$ cat config.mk
export PLATFORM = sky130hd
export DESIGN_NAME = pio_ports
export DESIGN_NICKNAME = d
export VERILOG_FILES = /design/src/core/pio_pkg.sv /design/src/core/pio_ports.sv /design/src/core/pio_sync.sv
export SDC_FILE = /design/constraint.sdc
export NUM_CORES = 1
export LEC_CHECK = 0
export BUFFER_PORTS_ARGS = -buffer_cell sky130_fd_sc_hd__buf_2
export CELL_PAD_IN_SITES_DETAIL_PLACEMENT = 1
export CELL_PAD_IN_SITES_GLOBAL_PLACEMENT = 1
export CORE_UTILIZATION = 46
export CTS_CLUSTER_SIZE = 16
export DETAILED_ROUTE_END_ITERATION = 8
export GPL_TIMING_DRIVEN = 0
export HOLD_SLACK_MARGIN = 0.08
export PLACE_DENSITY = 0.87
export SYNTH_ARGS = -nofsm -noshare
export SYNTH_HDL_FRONTEND = slang
export SYNTH_HIERARCHICAL = 1
export SYNTH_SLANG_ARGS = --single-unit
$ cat constraint.sdc
create_clock -name i_ref_clk -period 3 [get_ports i_ref_clk]
set_clock_uncertainty 0.15 [all_clocks]
set_input_delay 0.15 -clock i_ref_clk [delete_from_list [all_inputs] [get_ports i_ref_clk]]
set_output_delay 0.15 -clock i_ref_clk [all_outputs]
set_load 0.02 [all_outputs]
$ cat src/core/pio_pkg.sv
// package holding register map, field layout and reset values of the parallel ports
package pio_pkg;
    localparam int          ADDR_W         = 4;
    localparam logic [3:0]  OFS_A_DATA     = 4'h0;
    localparam logic [3:0]  OFS_B_DATA     = 4'h1;
    localparam logic [3:0]  OFS_A_DIR      = 4'h4;
    localparam logic [3:0]  OFS_B_DIR      = 4'h5;
    localparam logic [3:0]  OFS_A_PUE      = 4'hD;
    localparam int          A_W            = 5;
    localparam int          B_W            = 8;
    localparam logic [4:0]  A_DIR_RST      = 5'h00;
    localparam logic [7:0]  B_DIR_RST      = 8'h00;
    localparam logic [4:0]  A_PUE_RST      = 5'h00;
    localparam logic [7:0]  RD_RST         = 8'h00;
    localparam int          TIM_LO_BIT     = 2;
    localparam int          SER_TX_BIT     = 0;
    localparam int          SER_RX_BIT     = 1;
    localparam int          CLK_OUT_BIT    = 7;
    localparam int          CLK_IN_BIT     = 6;
    localparam int          ADC_LO_BIT     = 2;
endpackage : pio_pkg

$ cat src/core/pio_ports.sv
// two general-purpose parallel ports with register port and pin sharing overrides
`timescale 1ns/1ns
module pio_ports #(
    parameter int AW = pio_pkg::A_W,
    parameter int BW = pio_pkg::B_W
) (
    input  wire logic          i_ref_clk,         // system bus clock
    input  wire logic          i_rst,             // async reset, high
    input  wire logic [3:0]    i_addr,            // register offset
    input  wire logic [7:0]    i_wdata,           // write data
    input  wire logic          i_wr,              // write strobe
    input  wire logic          i_rd,              // read strobe
    output logic      [7:0]    o_rdata,           // read data, cycle after strobe
    input  wire logic [AW-1:0] i_a_pin,           // first port pin levels
    output logic      [AW-1:0] o_a_out,           // first port output value
    output logic      [AW-1:0] o_a_oe,            // first port driver enable
    output logic      [AW-1:0] o_a_pullup,        // first port pull-up on
    input  wire logic [BW-1:0] i_b_pin,           // second port pin levels
    output logic      [BW-1:0] o_b_out,           // second port output value
    output logic      [BW-1:0] o_b_oe,            // second port driver enable
    input  wire logic [AW-1:0] i_key_irq_pin_enables, // key interrupt pin enables
    output logic      [AW-1:0] o_key_wakeup_inputs,   // pins routed to key module
    input  wire logic [1:0]    i_tim_ch_active,   // timer edge/level select nonzero per channel
    input  wire logic [1:0]    i_tim_ch_oe,       // timer channel drives pin
    input  wire logic [1:0]    i_tim_ch_out,      // timer channel output level
    output logic      [1:0]    o_tim_ch_in,       // timer channel input levels
    input  wire logic          i_serial_if_enable,// serial interface enabled
    input  wire logic          i_ser_txd,         // serial transmit level
    output logic               o_ser_rxd,         // serial receive level
    input  wire logic [3:0]    i_adc_sel,         // converter pin select, one-hot
    input  wire logic          i_clk_pins_en,     // clock pins selected and enabled
    input  wire logic          i_clk_out,         // clock level to drive out
    output logic               o_clk_in           // external clock input level
);
    typedef struct packed {
        logic [AW-1:0] a_lat;
        logic [AW-1:0] a_dir;
        logic [AW-1:0] a_pue;
        logic [BW-1:0] b_lat;
        logic [BW-1:0] b_dir;
        logic [7:0]    rdata;
        logic [AW-1:0] a_out;
        logic [AW-1:0] a_oe;
        logic [AW-1:0] a_pu;
        logic [BW-1:0] b_out;
        logic [BW-1:0] b_oe;
        logic [AW-1:0] key;
        logic [1:0]    tim_in;
        logic          rxd;
        logic          ckin;
    } pio_ports_type;

    pio_ports_type st_r;
    pio_ports_type st_nxt;
    logic [AW-1:0] a_sync;
    logic [BW-1:0] b_sync;

    // pick latch for outputs, synchronised pin for inputs
    function automatic logic [7:0] pio_mux(input logic [7:0] lat, input logic [7:0] pin, input logic [7:0] dir);
        pio_mux = (lat & dir) | (pin & ~dir);
    endfunction : pio_mux

    // pin levels enter the clock domain
    pio_sync #(.W(AW)) u_sync_a (
        .i_ref_clk (i_ref_clk),
        .i_rst     (i_rst),
        .i_d       (i_a_pin),
        .o_q       (a_sync)
    );
    pio_sync #(.W(BW)) u_sync_b (
        .i_ref_clk (i_ref_clk),
        .i_rst     (i_rst),
        .i_d       (i_b_pin),
        .o_q       (b_sync)
    );

    // register writes, read mux and pin control
    always_comb begin
        st_nxt = st_r;
        // data writes reach latch regardless of direction
        if (i_wr) begin
            if (i_addr == pio_pkg::OFS_A_DATA) begin
                st_nxt.a_lat = i_wdata[AW-1:0];
            end else if (i_addr == pio_pkg::OFS_B_DATA) begin
                st_nxt.b_lat = i_wdata[BW-1:0];
            end else if (i_addr == pio_pkg::OFS_A_DIR) begin
                st_nxt.a_dir = i_wdata[AW-1:0];
            end else if (i_addr == pio_pkg::OFS_B_DIR) begin
                st_nxt.b_dir = i_wdata[BW-1:0];
            end else if (i_addr == pio_pkg::OFS_A_PUE) begin
                st_nxt.a_pue = i_wdata[AW-1:0];
            end
        end
        // read data valid only in cycle after strobe; upper bits zero on first port reads
        st_nxt.rdata = pio_pkg::RD_RST;
        if (i_rd) begin
            if (i_addr == pio_pkg::OFS_A_DATA) begin
                st_nxt.rdata = pio_mux({3'h0, st_r.a_lat}, {3'h0, a_sync}, {3'h0, st_r.a_dir});
            end else if (i_addr == pio_pkg::OFS_B_DATA) begin
                st_nxt.rdata = pio_mux(st_r.b_lat, b_sync, st_r.b_dir);
            end else if (i_addr == pio_pkg::OFS_A_DIR) begin
                st_nxt.rdata = {3'h0, st_r.a_dir};
            end else if (i_addr == pio_pkg::OFS_B_DIR) begin
                st_nxt.rdata = st_r.b_dir;
            end else if (i_addr == pio_pkg::OFS_A_PUE) begin
                st_nxt.rdata = {3'h0, st_r.a_pue};
            end
        end
        // first port drivers and pull-ups
        st_nxt.a_out = st_r.a_lat;
        st_nxt.a_oe  = st_r.a_dir;
        st_nxt.a_pu  = st_r.a_pue & ~st_r.a_dir;
        // timer channels take bits 3 and 2 when active
        for (int i = 0; i < 2; i++) begin
            if (i_tim_ch_active[i]) begin
                st_nxt.a_out[pio_pkg::TIM_LO_BIT+i] = i_tim_ch_out[i];
                st_nxt.a_oe[pio_pkg::TIM_LO_BIT+i]  = i_tim_ch_oe[i];
                st_nxt.a_pu[pio_pkg::TIM_LO_BIT+i]  = 1'b0;
            end
        end
        st_nxt.tim_in = a_sync[pio_pkg::TIM_LO_BIT+1:pio_pkg::TIM_LO_BIT];
        st_nxt.key    = a_sync & i_key_irq_pin_enables;
        // second port drivers
        st_nxt.b_out = st_r.b_lat;
        st_nxt.b_oe  = st_r.b_dir;
        if (i_serial_if_enable) begin
            st_nxt.b_out[pio_pkg::SER_TX_BIT] = i_ser_txd;
            st_nxt.b_oe[pio_pkg::SER_TX_BIT]  = 1'b1;
            st_nxt.b_oe[pio_pkg::SER_RX_BIT]  = 1'b0;
        end
        st_nxt.rxd = b_sync[pio_pkg::SER_RX_BIT];
        for (int i = 0; i < 4; i++) begin
            if (i_adc_sel[i]) begin
                st_nxt.b_oe[pio_pkg::ADC_LO_BIT+i] = 1'b0;
            end
        end
        if (i_clk_pins_en) begin
            st_nxt.b_out[pio_pkg::CLK_OUT_BIT] = i_clk_out;
            st_nxt.b_oe[pio_pkg::CLK_OUT_BIT]  = 1'b1;
            st_nxt.b_oe[pio_pkg::CLK_IN_BIT]   = 1'b0;
        end
        st_nxt.ckin = b_sync[pio_pkg::CLK_IN_BIT];
    end

    // state register; data latches are left out of the reset branch so they hold through reset
    always_ff @(posedge i_ref_clk or posedge i_rst) begin
        if (i_rst) begin
            st_r.a_dir  <= pio_pkg::A_DIR_RST;
            st_r.b_dir  <= pio_pkg::B_DIR_RST;
            st_r.a_pue  <= pio_pkg::A_PUE_RST;
            st_r.rdata  <= pio_pkg::RD_RST;
            st_r.a_oe   <= '0;
            st_r.a_pu   <= '0;
            st_r.b_oe   <= '0;
            st_r.a_out  <= '0;
            st_r.b_out  <= '0;
            st_r.key    <= '0;
            st_r.tim_in <= '0;
            st_r.rxd    <= 1'b0;
            st_r.ckin   <= 1'b0;
        end else begin
            st_r <= st_nxt;
        end
    end

    assign o_rdata             = st_r.rdata;
    assign o_a_out             = st_r.a_out;
    assign o_a_oe              = st_r.a_oe;
    assign o_a_pullup          = st_r.a_pu;
    assign o_b_out             = st_r.b_out;
    assign o_b_oe              = st_r.b_oe;
    assign o_key_wakeup_inputs = st_r.key;
    assign o_tim_ch_in         = st_r.tim_in;
    assign o_ser_rxd           = st_r.rxd;
    assign o_clk_in            = st_r.ckin;
endmodule : pio_ports

$ cat src/core/pio_sync.sv
// two-flop synchroniser for a bundle of pin levels
`timescale 1ns/1ns
module pio_sync #(
    parameter int W = 8
) (
    input  wire logic         i_ref_clk, // system clock
    input  wire logic         i_rst,     // async reset, high
    input  wire logic [W-1:0] i_d,       // asynchronous levels
    output logic      [W-1:0] o_q        // synchronised levels
);
    typedef struct packed {
        logic [W-1:0] s1;
        logic [W-1:0] s2;
    } pio_sync_type;
    pio_sync_type st_r;
    pio_sync_type st_nxt;

    // first stage feeds only the second
    always_comb begin
        st_nxt.s1 = i_d;
        st_nxt.s2 = st_r.s1;
    end

    // register both stages
    always_ff @(posedge i_ref_clk or posedge i_rst) begin
        if (i_rst) begin
            st_r <= '0;
        end else begin
            st_r <= st_nxt;
        end
    end

    assign o_q = st_r.s2;
endmodule : pio_sync

### Word level (Yosys, flattened, before mapping)

Cells that the tools add are included.

| storage, ports and cells | value |
|---|---|
| flip-flop bits (word level) | 105 |
| input port bits | 48 |
| output and inout bits | 48 |
| word-level logic and storage cells | 65 |

| cells by class | value |
|---|---|
| equality and inequality tests | 4 |
| muxes and demuxes | 20 |
| bitwise operators | 16 |
| reduce and logical (&&, ||, !) cells | 6 |

Operators by type and width:

| kind | count |
|---|---|
| 8-bit two-way mux | 5 |
| 8-bit bitwise AND | 2 |
| 5-bit bitwise AND | 3 |
| 1-bit two-way mux | 12 |
| 5-bit by 8-bit bitwise AND with 8-bit output | 1 |
| 4-bit by 3-bit == test with 1-bit output, second input constant | 2 |
| 5-bit inverter with 8-bit output | 1 |
| 8-bit inverter | 1 |
| 5-bit by 8-bit OR with 8-bit output | 1 |
| 8-bit OR | 1 |
| 4-bit AND reduction | 2 |
| 6-bit AND reduction | 1 |
| 5-bit two-way mux | 1 |
| 1-bit inverter | 5 |
| 5-bit inverter | 1 |
| 5-bit AND reduction | 1 |
| 4-bit by 1-bit == test with 1-bit output, second input constant | 1 |
| 4-bit == test, second input constant | 1 |
| 4-bit zero test | 1 |
| 2-bit two-way mux | 2 |
| 3-bit AND reduction | 1 |

### Depth between registers and ports, before layout

| depth | value |
|---|---|
| depth after elaboration | 7 |
| depth in mapped cells | 5 |
| mapped depth without buffers | 4 |

### Hierarchy

Netlist, hierarchy kept.

Modules (own cells, without submodules):

| module | instances | cells an instance | area an instance (um^2) |
|---|---|---|---|
| pio_ports | 1 | 241 | 3,291.9 |
| pio_sync (u_sync_b) | 1 | 17 | 404.1 |
| pio_sync (u_sync_a) | 1 | 11 | 254.0 |

### Worst setup path before layout

Ideal clock, no wire load.

| timing path | value |
|---|---|
| path kind | input-to-reg |
| from | in i_rst |
| to | reg st_r, in the netlist st_nxt[18] (enable) |
| arrival | 2,156 ps |
| required time | 2,479 ps |
| path slack | 324 ps |
| stages on the path | 3 |
| path buffers | 0 |
| cell sequence | inv_1 > nand2_1 > nor2_1 |

| between the ends | value |
|---|---|
| cells in the longest elaborated chain, start to end | 2 |

RTL lines:

| what | RTL line | source |
|---|---|---|
| start: declaration | pio_ports.sv:8 | `input wire logic i_rst,` |
| 1-bit inverter (no source line) | - |  |
| 4-bit AND reduction (no source line) | - |  |
| end signal: assignment | pio_ports.sv:162 | `st_r <= st_nxt;` |
| end: declaration | pio_ports.sv:53 | `pio_ports_type st_r;` |

No other way between the ends.
A chain may end at the register's enable or synchronous reset.

### Final worst setup path

| timing path | value |
|---|---|
| from | in i_rst |
| to | reg st_r, in the netlist st_nxt[21] (enable) |

The elaborated chain is that of the path after synthesis.

==> impl_metrics.env <==
export IMPL_path_max_fanout=37
export IMPL_outcome="finished, final reports clean"
export IMPL_power_frac_clock_pct=29.6
export IMPL_hold_path_class="in2reg"
export IMPL_power_switching_mw=0.7970
export IMPL_stdcell_count=527
export IMPL_end_kind="flop"
export IMPL_synthTopCellsByArea="dfrtp_1, edfxtp_1, buf_4"
export IMPL_final_nets=465
export IMPL_vias_per_cell=4.962
export IMPL_htreeDepth=3
export IMPL_synth_cells=269
export IMPL_core_area_sq_um=8258
export IMPL_grt_pass1_wl_microns=15430
export IMPL_total_power_mw=3.103
export IMPL_synth_fa_ha_area_share_pct=0
export IMPL_antenna_found_initial=0
export IMPL_synth_mux_area_fraction_pct=9.534
export IMPL_dieHeight_microns=94.67
export IMPL_startpoint_type="input pin"
export IMPL_syn2layout_area_growth_pct=31.71
export IMPL_n_antenna_cell=0
export IMPL_synth_area_per_cell_sq_um=14.68
export IMPL_path_class="in2reg"
export IMPL_synth_xor_area_share_pct=0
export IMPL_min_period_over_period_pct=86.22
export IMPL_drt_total_wl_microns=9948
export IMPL_switching_share_pct=25.68
export IMPL_fp_dieW_microns=94.67
export IMPL_setup_viol=0
export IMPL_dr_pass1_iters=4
export IMPL_synth_compound_area_share_pct=4.751
export IMPL_post_route_cells_drive_above_1_share_pct=45.97
export IMPL_fmax_mhz=386.6
export IMPL_cts_resized=0
export IMPL_die_area_sq_um=8961
export IMPL_dpl_worst_slack_ps=563.2
export IMPL_grt_ovfl_total=0
export IMPL_grt_setup_unrepaired="false"
export IMPL_netlist_area_sq_um=3950
export IMPL_fin_ws_ps=413.5
export IMPL_vias=2615
export IMPL_peakVddDrop_mv=0.3558
export IMPL_crit_arrival_ps=2420
export IMPL_yosysWarnings=6
export IMPL_clk_path_buf_depth=2
export IMPL_synth_largest_area_cell="dfrtp_1"
export IMPL_yosysTopAreaCellShare_pct=58.28
export IMPL_synth_commonest_cells="dfrtp_1, buf_4, mux2_2, edfxtp_1, nor2b_1"
export IMPL_ys_ff_latch=105
export IMPL_p_leak_nw=2.479
export IMPL_drv_slew=0
export IMPL_grt_use_total_pct=24.18
export IMPL_period_needed_ps=2586
export IMPL_yosysMostFrequentCell="dfrtp_1"
export IMPL_grt_max_degree=38
export IMPL_cts_root_buf="clkbuf_8"
export IMPL_slew_headroom_pct=45.97
export IMPL_final_antenna_net_count=0
export IMPL_cts_made_buffers=9
export IMPL_cts_clk_slew_worst_paths_ps=90
export IMPL_wl_per_cell_microns=18.88
export IMPL_synth_top_family_by_area="buffers and inverters"
export IMPL_power_density_nw_per_um2=596.5
export IMPL_power_internal_mw=2.306
export IMPL_io_buffers=94
export IMPL_gp_congestion=0.8433
export IMPL_ioPinCount=96
export IMPL_dp_hpwl_microns=6064
export IMPL_cts_tree="yes"
export IMPL_clk_latency_ps=360
export IMPL_async_reset_ff_share_pct=87.62
export IMPL_cts_sinks=105
export IMPL_drc=0
export IMPL_dp_cells=469
export IMPL_yosysSeqAreaShare_pct=68.17
export IMPL_first_global_vias=2829
export IMPL_final_hold_viol_count=0
export IMPL_synth_enable_flop_cells=13
export IMPL_fp_row_count=33
export IMPL_comb_power_share_pct=16.5
export IMPL_start_util_pct=47.83
export IMPL_yosys_area_share_simple_pct=7.570
export IMPL_maxCapViolations=0
export IMPL_cp_required_ps=2840
export IMPL_synth_ff_type="dfrtp_1"
export IMPL_seq_power_share_pct=53.8
export IMPL_ys_types=27
export IMPL_tightestPinTransition_ps=807.5
export IMPL_synth_nets=317
export IMPL_drt_iter0_markers=70
==> state kept, by name, indices dropped and copies added, names as in the netlist, 5 cells and up <==
register,flops
st_r,19
st_nxt,12
o_b_oe,8
o_b_out,8
o_rdata,8
u_sync_b/o_q,8
u_sync_b/st_nxt,8
o_a_oe,5
o_a_out,5
o_a_pullup,5
o_key_wakeup_inputs,5
u_sync_a/o_q,5
u_sync_a/st_nxt,5
==> worst paths after layout <==
kind	from	end	slack, ps	cells after the start
min in group asynchronous	i_rst	u_sync_a/o_q[0]$_DFF_PP0_	190	3
worst min-delay path	i_addr[1]	o_rdata[3]$_DFF_PP0_	150	4
worst max-delay path	i_rst	st_nxt[21]$_DFFE_PP_	410	6
worst min register to register	u_sync_a/st_nxt[2]$_DFF_PP0_	u_sync_a/o_q[2]$_DFF_PP0_	210	0
worst max register to register	st_r[64]$_DFFE_PP0P_	o_rdata[0]$_DFF_PP0_	1560	4
max in group asynchronous	i_rst	o_b_out[4]$_DFF_PP0_	1710	4
==> per-layer routing <==
metal  global-route usage [%]  wire length, microns  vias up  share of wire [%]
met2                    42.39                  5366       84                 54
met1                    28.44                  3930     1327                 40
met5                        0                     0        -                  0
li1                         -                     -     1184                  -
met4                    11.11                   228        0                2.3
met3                    4.992                   423       20                4.3
==> metrics by stage <==
step                utilization [%]  instance area, sq um  hold WS (ps)  setup TNS, ps
floorplan                         -                  3950        -159.8              0
global placement              55.12                  4552         26.59          -7375
detailed placement            55.36                  4572         35.30              0
CTS                           63.00                  5202         81.86              0
global route                  63.00                  5202         172.2              0
finish                        63.00                  5202         149.2              0
==> area by class of cell <==
cell class,count,area [sq um]
tap,105,131.4
fill,839,3055
inverter,5,18.77
buffer,51,375.4
timing repair buffer,137,910.9
sequential,105,2693
clock inverter,2,36.28
clock buffer,14,173.9
multi-input combinational,108,863.3
==> power by group through the flow <==
stage	registers (mW)	clock network (mW)	logic, mW
global placement	1.68	0	0.438
finish	1.67	0.919	0.513
CTS	1.66	0.926	0.507
detailed placement	1.69	0	0.461
global route	1.69	0.979	0.552
floorplan	1.66	0	0.326
==> layout by cell type, fill, tap and decap left out, drive strengths merged, types with 3 or more instances in the layout <==
cell type / instances
nand3: 8
nand2b: 5
clkbuf: 14
nand2: 4
mux2i: 5
edfxtp: 13
dfrtp: 92
nand4b: 3
o32ai: 5
nor2: 5
a21oi: 3
and2: 5
o21ai: 5
a22oi: 5
mux2: 29
o22ai: 5
buf: 146
dlygate4sd3: 42
nor2b: 11
o2111ai: 3
inv: 6
==> kinds of logic after synthesis <==
kind of cell / Yosys count
flops: 105
mux: 34
compound gates: 27
buf+inv: 56
simple gates: 47
==> critical path: stages <==
cell and delay (ps):
dlygate4sd3_1 530, buf_2 140, inv_2 540, buf_12 300, nand2_1 120, nor2_1 630
==> timing repair <==
action,in CTS,in global routing
hold buffers,42,0
buffers inserted,0,0
hold endpoints to repair,124,0
(Power assumes the default switching activity.)
